$ cat config.mk
export PLATFORM = sky130hd
export DESIGN_NAME = eag_core
export DESIGN_NICKNAME = d
export VERILOG_FILES = /design/src/hw/eag_pkg.sv /design/src/hw/eag_core.sv /design/src/hw/eag_bank_add.sv /design/src/hw/eag_nibble_ext.sv
export SDC_FILE = /design/constraint.sdc
export NUM_CORES = 1
export LEC_CHECK = 0
export ABC_AREA = 1
export ABC_CLOCK_PERIOD_IN_PS = 5600
export BUFFER_PORTS_ARGS = -buffer_cell sky130_fd_sc_hd__buf_2
export CAP_MARGIN = 20
export CORE_MARGIN = 4
export CORE_UTILIZATION = 45
export CTS_CLUSTER_SIZE = 20
export DETAILED_ROUTE_END_ITERATION = 10
export PLACE_DENSITY = 0.77
export REMOVE_ABC_BUFFERS = 1
export SLEW_MARGIN = 20
export SYNTH_ARGS = -nofsm -noshare
export SYNTH_HDL_FRONTEND = slang
export SYNTH_SLANG_ARGS = --single-unit
$ cat constraint.sdc
create_clock -name clk -period 5.6 [get_ports clk]
set_input_delay 0.84 -clock clk [delete_from_list [all_inputs] [get_ports clk]]
set_output_delay 0.84 -clock clk [all_outputs]
set_load 0.01 [all_outputs]
$ cat src/hw/eag_pkg.sv
/*
  Package for the effective address generator: mode codes, register
  selects, widths and reset values shared by all its files.
  Assumes a 20-bit byte address space split into 64-Kbyte banks.
*/
package eag_pkg;

  localparam int EAG_AW   = 20;
  localparam int EAG_BW   = 4;
  localparam int EAG_WW   = 16;

  // Address modes, one-hot coded on the mode input
  localparam logic [12:0] EAG_M_BYTE_IMM   = 13'h0001;
  localparam logic [12:0] EAG_M_WORD_IMM   = 13'h0002;
  localparam logic [12:0] EAG_M_ABS        = 13'h0004;
  localparam logic [12:0] EAG_M_LONG_ABS   = 13'h0008;
  localparam logic [12:0] EAG_M_SHORT_IDX  = 13'h0010;
  localparam logic [12:0] EAG_M_WORD_IDX   = 13'h0020;
  localparam logic [12:0] EAG_M_LONG_IDX   = 13'h0040;
  localparam logic [12:0] EAG_M_IMPLIED    = 13'h0080;
  localparam logic [12:0] EAG_M_ACC_OFS    = 13'h0100;
  localparam logic [12:0] EAG_M_SHORT_BR   = 13'h0200;
  localparam logic [12:0] EAG_M_LONG_BR    = 13'h0400;
  localparam logic [12:0] EAG_M_POST_MOD   = 13'h0800;
  localparam logic [12:0] EAG_M_SPECIAL_IMM = 13'h1000;

  // Specialised byte-immediate operations
  localparam logic [2:0] EAG_OP_NONE      = 3'h0;
  localparam logic [2:0] EAG_OP_ADD_IMM   = 3'h1;
  localparam logic [2:0] EAG_OP_MAC       = 3'h2;
  localparam logic [2:0] EAG_OP_REPEAT_MULTIPLY_OP      = 3'h3;
  localparam logic [2:0] EAG_OP_PUSH_M    = 3'h4;
  localparam logic [2:0] EAG_OP_PULL_M    = 3'h5;

  // Index register select
  localparam logic [1:0] EAG_SEL_ONE   = 2'h0;
  localparam logic [1:0] EAG_SEL_TWO   = 2'h1;
  localparam logic [1:0] EAG_SEL_THREE = 2'h2;

  // Exception vector area: lowest bytes of bank 0
  localparam logic [19:0] EAG_VEC_LIMIT = 20'h00200;

  // Reset values of the third index register and its bank
  localparam logic [15:0] EAG_RST_INDEX_THREE = 16'h0000;
  localparam logic [3:0]  EAG_RST_INDEX_THREE_BANK = 4'h0;

  // Sequencer states
  typedef enum logic [1:0] {
    EAG_ST_IDLE = 2'b01,
    EAG_ST_POST = 2'b10
  } eag_state_e;

endpackage : eag_pkg

$ cat src/hw/eag_core.sv
/*
  Effective address generator top: forms the 20-bit effective address
  per instruction addressing mode, holds the index registers and their
  bank fields, applies post-modify and specialised immediate effects.
  Assumes the sequencer presents one decoded request per start pulse
  and the bus interface performs the memory access.
*/
// Behaviour
// - Address is bank nibble above 16-bit address
// - Bank crossing moves result bank; fields kept except the first index bank in post-modify
// - Immediate address is the argument location
// - Add-immediate sign extends byte to 16
// - Multiply-accumulate byte gives two signed steps
// - Push/pull multiple byte is register mask
// - Absolute mode: extended bank above word
// - Long absolute only for jump or call
// - Short indexed adds unsigned byte offset
// - Word indexed adds signed word offset
// - Long indexed adds signed 20-bit, jump/call
// - Implied mode performs no operand fetch
// - Accumulator offset sign extends secondary accumulator
// - Taken branch adds offset to program location
// - Post-modify uses first index, then adds
// - Third index and bank loaded at reset
// - Lowest 512 bytes of bank 0 reserved
module eag_core
  import eag_pkg::*;
(
  input  wire logic        clk,
  input  wire logic        rst,
  input  wire logic        start,
  input  wire logic [12:0] mode,
  input  wire logic [2:0]  special_op,
  input  wire logic [1:0]  add_target,
  input  wire logic        jump_or_call,
  input  wire logic        branch_taken,
  input  wire logic [1:0]  index_sel,
  input  wire logic [23:0] operand,
  input  wire logic [15:0] program_counter,
  input  wire logic [3:0]  program_bank,
  input  wire logic [15:0] arg_pointer,
  input  wire logic [3:0]  extended_bank_field,
  input  wire logic [15:0] secondary_accum,
  input  wire logic [15:0] double_accum,
  input  wire logic [15:0] stack_pointer,
  input  wire logic        load_index,
  input  wire logic [1:0]  load_sel,
  input  wire logic [19:0] load_value,
  output logic      [19:0] eff_addr,
  output logic             addr_valid,
  output logic             mem_fetch,
  output logic             mode_error,
  output logic             vector_hit,
  output logic      [7:0]  reg_mask,
  output logic             mask_valid,
  output logic      [15:0] add_result,
  output logic      [1:0]  add_result_target,
  output logic             add_valid,
  output logic      [15:0] index_one,
  output logic      [15:0] index_two,
  output logic      [15:0] index_three,
  output logic      [3:0]  index_one_bank,
  output logic      [3:0]  index_two_bank,
  output logic      [3:0]  index_three_bank
);

  // Whole module state: one copy is computed, one is registered.
  // Index registers live here, so bank fields change only on a load
  // or a post-modify step.
  typedef struct packed {
    eag_state_e  state;
    logic [19:0] eff_addr;
    logic        addr_valid;
    logic        mem_fetch;
    logic        mode_error;
    logic        vector_hit;
    logic [7:0]  reg_mask;
    logic        mask_valid;
    logic [15:0] add_result;
    logic [1:0]  add_result_target;
    logic        add_valid;
    logic [7:0]  post_ofs;
    logic [15:0] ix1;
    logic [15:0] ix2;
    logic [15:0] ix3;
    logic [3:0]  bk1;
    logic [3:0]  bk2;
    logic [3:0]  bk3;
  } eag_state_s;

  eag_state_s r;
  eag_state_s next_r;

  // Combinational helpers feeding the mode decode
  logic [15:0] sel_index;
  logic [3:0]  sel_bank;
  logic [19:0] idx_offset;
  logic [19:0] idx_sum;
  logic [19:0] br_offset;
  logic [19:0] br_sum;
  logic [19:0] post_sum;
  logic [15:0] step_one;
  logic [15:0] step_two;

  // Index register picked by the instruction
  // Select code 3 is unused and falls back to the first index
  always_comb begin
    case (index_sel)
      EAG_SEL_TWO: begin
        sel_index = r.ix2;
        sel_bank  = r.bk2;
      end
      EAG_SEL_THREE: begin
        sel_index = r.ix3;
        sel_bank  = r.bk3;
      end
      default: begin
        sel_index = r.ix1;
        sel_bank  = r.bk1;
      end
    endcase
  end

  // Offset added to the selected index for each indexed mode
  // Long offset is taken as 20 bits; the top four operand bits are dropped
  always_comb begin
    case (mode)
      EAG_M_SHORT_IDX: idx_offset = {12'h000, operand[7:0]};
      EAG_M_WORD_IDX:
        idx_offset = {{4{operand[15]}}, operand[15:0]};
      EAG_M_LONG_IDX:  idx_offset = operand[19:0];
      EAG_M_ACC_OFS:
        idx_offset = {{4{secondary_accum[15]}}, secondary_accum};
      default:         idx_offset = 20'h00000;
    endcase
  end

  // Branch displacement, byte or word, sign extended
  // Only the short form looks at the low byte alone
  always_comb begin
    if (mode == EAG_M_SHORT_BR) begin
      br_offset = {{12{operand[7]}}, operand[7:0]};
    end else begin
      br_offset = {{4{operand[15]}}, operand[15:0]};
    end
  end

  eag_bank_add u_idx_add (
    .bank   (sel_bank),
    .base   (sel_index),
    .offset (idx_offset),
    .sum    (idx_sum)
  );

  eag_bank_add u_br_add (
    .bank   (program_bank),
    .base   (program_counter),
    .offset (br_offset),
    .sum    (br_sum)
  );

  // Post-modify works on the first index with its bank
  eag_bank_add u_post_add (
    .bank   (r.bk1),
    .base   (r.ix1),
    .offset ({{12{r.post_ofs[7]}}, r.post_ofs}),
    .sum    (post_sum)
  );

  eag_nibble_ext u_step_one (
    .nibble (operand[7:4]),
    .wide   (step_one)
  );

  eag_nibble_ext u_step_two (
    .nibble (operand[3:0]),
    .wide   (step_two)
  );

  // Mode decode and register updates
  always_comb begin
    logic [15:0] imm_ext;
    logic [15:0] add_base;
    imm_ext  = {{8{operand[7]}}, operand[7:0]};
    add_base = 16'h0000;
    next_r = r;
    // Pulses last one cycle; data outputs hold until the next request
    next_r.addr_valid = 1'b0;
    next_r.mask_valid = 1'b0;
    next_r.add_valid  = 1'b0;
    next_r.mode_error = 1'b0;
    case (r.state)
      EAG_ST_IDLE: begin
        if (start) begin
          next_r.addr_valid = 1'b1;
          next_r.mem_fetch  = 1'b1;
          // Each mode puts a bank nibble above a 16-bit address
          case (mode)
            EAG_M_BYTE_IMM, EAG_M_WORD_IMM: begin
              next_r.eff_addr = {program_bank, arg_pointer};
            end
            EAG_M_SPECIAL_IMM: begin
              next_r.eff_addr  = {program_bank, arg_pointer};
              next_r.mem_fetch = 1'b0;
              case (special_op)
                EAG_OP_ADD_IMM: begin
                  // Sum goes back to the sequencer, which owns the target
                  case (add_target)
                    2'h0: add_base = stack_pointer;
                    2'h1: add_base = sel_index;
                    2'h2: add_base = double_accum;
                    default: add_base = secondary_accum;
                  endcase
                  next_r.add_result = 16'(add_base + imm_ext);
                  next_r.add_result_target = add_target;
                  next_r.add_valid  = 1'b1;
                end
                EAG_OP_MAC, EAG_OP_REPEAT_MULTIPLY_OP: begin
                  next_r.ix1 = 16'(r.ix1 + step_one);
                  next_r.ix2 = 16'(r.ix2 + step_two);
                end
                EAG_OP_PUSH_M, EAG_OP_PULL_M: begin
                  next_r.reg_mask   = operand[7:0];
                  next_r.mask_valid = 1'b1;
                end
                default: begin
                  next_r.mode_error = 1'b1;
                end
              endcase
            end
            EAG_M_ABS: begin
              next_r.eff_addr =
                {extended_bank_field, operand[15:0]};
            end
            EAG_M_LONG_ABS: begin
              // Top four bits of the 24-bit field are padding
              next_r.eff_addr  = operand[19:0];
              next_r.mem_fetch = 1'b0;
              if (!jump_or_call) begin
                next_r.mode_error = 1'b1;
                next_r.addr_valid = 1'b0;
              end
            end
            EAG_M_SHORT_IDX, EAG_M_WORD_IDX, EAG_M_ACC_OFS: begin
              next_r.eff_addr = idx_sum;
            end
            EAG_M_LONG_IDX: begin
              // Jump or call target only; no operand fetch
              next_r.eff_addr  = idx_sum;
              next_r.mem_fetch = 1'b0;
              if (!jump_or_call) begin
                next_r.mode_error = 1'b1;
                next_r.addr_valid = 1'b0;
              end
            end
            EAG_M_IMPLIED: begin
              // Operands are processor resources; nothing is read
              next_r.eff_addr   = 20'h00000;
              next_r.mem_fetch  = 1'b0;
              next_r.addr_valid = 1'b0;
            end
            EAG_M_SHORT_BR, EAG_M_LONG_BR: begin
              // Target is a new program location; no operand read
              next_r.mem_fetch = 1'b0;
              if (branch_taken) begin
                next_r.eff_addr = br_sum;
              end else begin
                next_r.addr_valid = 1'b0;
              end
            end
            EAG_M_POST_MOD: begin
              next_r.eff_addr = {r.bk1, r.ix1};
              next_r.post_ofs = operand[7:0];
              next_r.state    = EAG_ST_POST;
            end
            default: begin
              next_r.mode_error = 1'b1;
              next_r.addr_valid = 1'b0;
              next_r.mem_fetch  = 1'b0;
            end
          endcase
          // Data access into the vector area is flagged
          next_r.vector_hit = next_r.addr_valid && next_r.mem_fetch &&
                              (next_r.eff_addr < EAG_VEC_LIMIT);
        end
      end
      EAG_ST_POST: begin
        // Index stepped only after its address went out
        // A start in this cycle is ignored; one gap cycle is needed
        {next_r.bk1, next_r.ix1} = post_sum;
        next_r.state = EAG_ST_IDLE;
      end
      default: begin
        next_r.state = EAG_ST_IDLE;
      end
    endcase
    // Sequencer load of an index; bank fields change only here and in the post-modify step
    // Dropped during the post-modify step so that step is never lost
    if (load_index && r.state == EAG_ST_IDLE) begin
      case (load_sel)
        EAG_SEL_TWO:   {next_r.bk2, next_r.ix2} = load_value;
        EAG_SEL_THREE: {next_r.bk3, next_r.ix3} = load_value;
        default:       {next_r.bk1, next_r.ix1} = load_value;
      endcase
    end
  end

  // State register; third index preset at reset
  // State goes idle, other fields clear to zero, so no pulse shows during reset
  always_ff @(posedge clk or posedge rst) begin
    if (rst) begin
      r       <= '0;
      r.state <= EAG_ST_IDLE;
      r.ix3   <= EAG_RST_INDEX_THREE;
      r.bk3   <= EAG_RST_INDEX_THREE_BANK;
    end else begin
      r <= next_r;
    end
  end

  // Every output is a field of the state register
  assign eff_addr          = r.eff_addr;
  assign addr_valid        = r.addr_valid;
  assign mem_fetch         = r.mem_fetch;
  assign mode_error        = r.mode_error;
  assign vector_hit        = r.vector_hit;

  // Specialised immediate answers
  assign reg_mask          = r.reg_mask;
  assign mask_valid        = r.mask_valid;
  assign add_result        = r.add_result;
  assign add_result_target = r.add_result_target;
  assign add_valid         = r.add_valid;

  // Index registers as the sequencer sees them
  assign index_one         = r.ix1;
  assign index_two         = r.ix2;
  assign index_three       = r.ix3;
  assign index_one_bank    = r.bk1;
  assign index_two_bank    = r.bk2;
  assign index_three_bank  = r.bk3;

endmodule : eag_core

$ cat src/hw/eag_bank_add.sv
/*
  Adder forming bank:address plus a 20-bit offset, modulo 2^20.
  Assumes offsets arrive already sign or zero extended to 20 bits.
*/
module eag_bank_add
  import eag_pkg::*;
(
  input  wire logic [3:0]  bank,
  input  wire logic [15:0] base,
  input  wire logic [19:0] offset,
  output logic      [19:0] sum
);

  // Carry out of bit 19 dropped; bank bits move on crossing
  always_comb begin
    sum = 20'({bank, base} + offset);
  end

endmodule : eag_bank_add

$ cat src/hw/eag_nibble_ext.sv
/*
  Sign extender for one signed 4-bit step to 16 bits.
  Assumes the nibble is two's complement.
*/
module eag_nibble_ext
  import eag_pkg::*;
(
  input  wire logic [3:0]  nibble,
  output logic      [15:0] wide
);

  // Two step offsets share one immediate byte
  always_comb begin
    wide = {{12{nibble[3]}}, nibble};
  end

endmodule : eag_nibble_ext

# Word level (Yosys, flattened, before mapping)
# Index checks and enable logic that the tools add are counted.
word_totals:
  word_cells: 119
  reg_bits: 122
  inputBits: 160
op_classes:
  muxes: 44
  n_eq_ne: 28
  magnitude_cmp: 1
  reduce_logical: 22
  n_addsub: 6
ops:
  columns: ["cell", "count"]
  rows:
  - ["20-bit one-hot mux with 7 select lines", 1]
  - ["16-bit 2-to-1 mux", 8]
  - ["94-bit 2-to-1 mux", 1]
  - ["20-bit 2-to-1 mux", 4]
  - ["20-bit one-hot mux with 4 select lines", 1]
  - ["32-bit 2-to-1 mux", 2]
  - ["16-bit one-hot mux with 2 select lines", 2]
  - ["20-bit adder", 3]
  - ["60-bit 2-to-1 mux", 1]
  - ["16-bit adder", 3]
  - ["16-bit one-hot mux with 3 select lines", 1]
  - ["40-bit 2-to-1 mux", 1]
  - ["28-bit 2-to-1 mux", 1]
  - ["20-bit by 10-bit < comparator with 1-bit output (second input constant)", 1]
  - ["19-bit 2-to-1 mux", 1]
  - ["4-bit 2-to-1 mux", 4]
  - ["13-bit by 1-bit equality test with 1-bit output (second input constant)", 1]
  - ["13-bit by 10-bit equality test with 1-bit output (second input constant)", 1]
  - ["13-bit by 11-bit equality test with 1-bit output (second input constant)", 1]
  - ["13-bit by 12-bit equality test with 1-bit output (second input constant)", 1]
  - ["13-bit equality test (second input constant)", 1]
  - ["13-bit by 2-bit equality test with 1-bit output (second input constant)", 1]
  - ["13-bit by 3-bit equality test with 1-bit output (second input constant)", 1]
  - ["13-bit by 4-bit equality test with 1-bit output (second input constant)", 1]
  - ["30 further kinds", 58]

# Longest topological paths before layout
depth:
  word_depth: 14
  mapped_depth: 25

# By module
# A second synthesis with hierarchy kept.
unflattened:
  cells_unflattened: 2349
  hier_area_um2: 14871.8
by_module_without_submodules:
  columns: ["mod", "area_per_inst_um2", "cells_each", "instances"]
  rows:
  - ["eag_core", 11046.8, 1642, 1]
  - ["eag_bank_add", 1194.9, 225, 3]
  - ["eag_nibble_ext", 120.1, 16, 2]

# Worst setup path before layout
# No wires, ideal clock.
synth_timing:
  path_kind: "input to register"
  start: "in index_sel[0]"
  end: "reg r, in the netlist add_result[13]"
  required_ns: 5.482
  t_arrival_ns: 3.637
  stages: 20
  path_slack_ns: 1.845
  cell_sequence: "inv_1 -> ha_1 -> clkbuf_1 -> clkbuf_1 -> a21oi_1 -> a22oi_1 -> nand2_1 -> a22oi_1 -> ha_1 -> nand3_1 -> nand2_1 -> a21oi_1 -> o21ai_0 -> a31oi_1 -> o21ai_0 -> nand3_1 -> nand2_1 -> nand2_1 -> nand3_1 -> nand2_1"
synth_via:
  elab_chain_len: 8
  word_cells_on_any_way: 9
  classes_between: "add/sub (1); eq/ne (2); mux (6)"
synth_lines:
  columns: ["item", "line", "rtl"]
  rows:
  - ["start, declared", "eag_core.sv:37", "input wire logic [1:0] index_sel,"]
  - ["2-bit equality test / 2-bit by 1-bit equality test with 1-bit output (equally long branches)", "eag_core.sv:108", "case (index_sel)"]
  - ["16-bit one-hot mux with 2 select lines (*)", "eag_core.sv:108", null]
  - ["16-bit one-hot mux with 3 select lines (*)", "eag_core.sv:208", "case (add_target)"]
  - ["16-bit 2-to-1 mux (*)", "eag_core.sv:205", "case (special_op)"]
  - ["16-bit 2-to-1 mux (*)", "eag_core.sv:198", "case (mode)"]
  - ["16-bit 2-to-1 mux (*)", "eag_core.sv:194", "if (start) begin"]
  - ["16-bit 2-to-1 mux (*)", "eag_core.sv:192", "case (r.state)"]
  - ["16-bit adder (*)", "eag_core.sv:214", "next_r.add_result = 16'(add_base + imm_ext);"]
  - ["end signal, assigned", "eag_core.sv:317", "r <= next_r;"]
  - ["end, declared", "eag_core.sv:91", "eag_state_s r;"]
# Every way passes the cells marked *; elsewhere a longest branch is shown, timed or not. The select of a mux whose other input is x is not followed.
# A chain may end at the register's enable or synchronous reset.

# Worst setup path after layout
layout_timing:
  start: "in index_sel[1]"
  end: "reg r, in the netlist add_result[13]"
# The elaborated chain is that of the path after synthesis.

==> key figures <==
Logic synthesis
  • Most used DFF post-synth: dfrtp_1
  • Mapped Cells: 2,183
  • Synth top area cells: dfrtp_1, nand2_1, ha_1, inv_1, o21ai_0
  • Share of the synthesized area in the top cell type: 21.5%
  • Post-synthesis sequential area ratio: 21.7%
  • Mapped cell area: 14,100 µm²
  • Post-synth EDFFs: 0
  • Ys Warns: 0
  • Asr flop ratio synth: 100%
  • Distinct cells, synth: 57
  • Syn_area_per_cell: 6.44 µm²
  • Flops & latches, synth: 122
  • Synth area leader: dfrtp_1

Cells and area
  • Share of layout cells above drive strength 1: 15.8%
  • Finished Cell Area: 15,500 µm²
  • Fin nets: 2,592
  • Diodes inserted: 0
  • Commonest non-fill, non-tap cell in the layout: nand2_1
  • Area growth syn-to-layout: 10.4%
  • Most frequent cells in the layout: nand2_1, inv_1, buf_2
  • Fin util: 50.6%

CTS
  • Setup Fix Bufs, Post-CTS: 0
  • CTS tree: done
  • Clock root cell: clkbuf_16
  • Post-CTS sizing: 0
  • Clock latency on the worst-skew pair: 0.45 ns
  • Hold buffers post-CTS: 0
  • Clock sink total: 122
  • CTS Buffer Depth: 2
  • Worst-path clk slew: 0.06 ns
  • H-tree levels: 4
  • Number of buffers created by CTS: 17

STA
  • Unrepaired setup endpoints after global routing: false
  • Setup Skew: 0.0213 ns
  • Slew margin rel.: 25.4%
  • Hold Slack: 0.485 ns
  • Fmax: 237 MHz
  • Final setup TNS: 0 ns
  • Final-report setup violation count: 0
  • Final Max Slew Viols: 0
  • Min Tclk post-route: 4.22 ns
  • Slew @ Worst Pin: 1.12 ns
  • Final Hold Fails: 0
  • Fin crit share: 75.4%

Min path
  • HP Class: reg -> reg
  • Hold_sp: add_result[10]
  • Hold path endpoint: add_result[10]
  • Hold path depth: 2

GRT
  • Gr usage total: 31.9%
  • Initial antenna violation count: 2
  • First-pass GRT wire length: 83,900 µm
  • GR Overflow Total: 0
  • Largest net degree at the start of global routing: 65
  • Via count of the first global-routing pass: 14,722

Job
  • Max-cap violations: 0

Worst setup path
  • Top cell by count, worst path: nand2_1
  • Critical path type: in -> reg
  • Slowest-stage cell, CP: ha_1
  • Reg-to-Reg End: add_result[13]
  • Start of the worst register-to-register path: index_one[1]
  • Startpoint Class: primary input
  • Critical path, cell by cell: buf_2 > inv_1 > ha_1 > inv_1 > o21ai_0 > o21ai_0 > inv_1 > nand2_1 > a22oi_1 > ha_1 > nand3_1 > nand2_1 > a21oi_1 > o21ai_0 > a31oi_1 > o21ai_0 > nand3_1 > nand2_1 > nand2_1 > nand3_1 > nand2_1
  • Worst setup EP type: flip-flop
  • Reg2reg path depth: 16
  • CP Max Fanout: 18
  • Critical Path RT: 5.92 ns
  • Register-to-register setup slack: 2.12 ns
  • CP arrival: 4.55 ns
  • Worst stage delay on the critical path: 0.62 ns

Route
  • Initial DRC Count: 1,714
  • Met1 WL: 23,300 µm
  • DR WL met3: 6120 µm
  • Drt total wl: 56,400 µm
  • Wirelength per Cell: 20.7 µm
  • Detailed-route DRC error count: 0
  • Vias: 15,923
  • DR vias/cell: 5.84
  • First drt pass iteration count: 8
  • Routed wl met2: 24,400 µm
  • Max Used Layer: met5
  • Post-route ant nets: 0

Die
  • Initial Util: 45.8%
  • Chip Width: 185 µm
  • Die area: 34,100 µm²
  • Die Height: 185 µm
  • Row count: 64
  • Placeable Area: 30,700 µm²
  • Top Ports: 272

Placement
  • GPL Wtd Cong: 1.04
  • Post-placement cell area: 14,900 µm²
  • IO Port Bufs: 267
  • HPWL after detailed placement: 46,100 µm

Status
  • Outcome: finished clean

Power and ir drop
  • Leakage: 8.61 nW
  • Power per cell area: 237 nW/µm²
  • Final Power: 3.68 mW
  • Peak supply drop: 0.204 mV
-- worst max-delay path by stage --
stage                       startpoint                         end  cells after the start
after global placement    index_sel[1]              add_result[13]                     21
after global routing      index_sel[1]                  vector_hit                     23
after floorplan                    rst  asynchronous set/reset pin                      1
after detailed placement  index_sel[1]              add_result[13]                     21
after CTS                      mode[1]                  vector_hit                     22
final                     index_sel[1]              add_result[13]                     21
-- critical path: cells and delay by family --
family	cells	cell delay, ns
buffers and inverters	4	0.48
AOI/OAI and AO/OA	7	1.69
and+or+nand+nor	8	0.68
adders and majority gates	2	0.86
-- routing by layer --
layer,vias to the layer above,GRT usage (%)
met1,7420,43.0
met4,4,12.4
met2,895,50.4
met5,-,0
li1,7448,-
met3,156,6.59
-- state kept, by name (all words and copies together) (netlist names), 2 cells and up, named ones only --
signal             count
index_three_bank       4
index_one_bank         4
index_one             16
add_result            16
add_result_target      2
eff_addr              11
reg_mask               8
index_two             16
index_two_bank         4
index_three           16
r                     10
-- final cells by class --
cell class | count | area, µm²
clock buffers | 18 | 439
clock inverters | 14 | 174
fillers | 3149 | 15100
inverters | 301 | 1130
multi-input cells | 1602 | 8850
flip-flops and latches | 122 | 3050
well taps | 396 | 495
repair buffers | 273 | 1380
-- cell families after synthesis --
family,share of synthesized area [%]
XOR/XNOR,2.31
adder cells (fa/ha/maj),10.6
multiplexers,0.320
AND/OR/NAND/NOR,28.4
buffers and inverters,15.3
flip-flops,21.7
AO/OA/AOI/OAI,21.4
-- cells in the mapped netlist (all sizes together), types with 3 or more instances --
| cell type | number |
|---|---|
| o21ai | 195 |
| a21boi | 3 |
| o21bai | 12 |
| o31ai | 6 |
| nand2 | 549 |
| a221oi | 9 |
| a32oi | 8 |
| a31oi | 23 |
| ha | 109 |
| o22ai | 22 |
| nor2 | 171 |
| a21oi | 171 |
| a21o | 10 |
| o2111ai | 3 |
| a41oi | 5 |
| nor3 | 20 |
| nand4 | 22 |
| a22oi | 26 |
| nand3 | 142 |
| o211ai | 10 |
| fa | 6 |
| mux2 | 4 |
| a221o | 7 |
| dfrtp | 121 |
| buf | 122 |
| clkbuf | 36 |
| or2 | 12 |
| xnor2 | 16 |
| xor2 | 21 |
| nand3b | 6 |
| inv | 299 |
-- metrics by stage --
stage                     setup WS (ns)  std cells
after CTS                          1.50       2726
after detailed placement           1.04       2694
after floorplan                    1.52       2025
after global routing               1.03       2726
final                              1.38       2726
after global placement             1.09       2694
-- where the power goes --
part           switching [mW]  leakage (nW)  internal [mW]
Sequential              0.146          1.53          0.961
Combinational           0.893          6.77          0.485
Clock                   0.507         0.301          0.689
No activity file was read; power rests on OpenSTA's default activity.
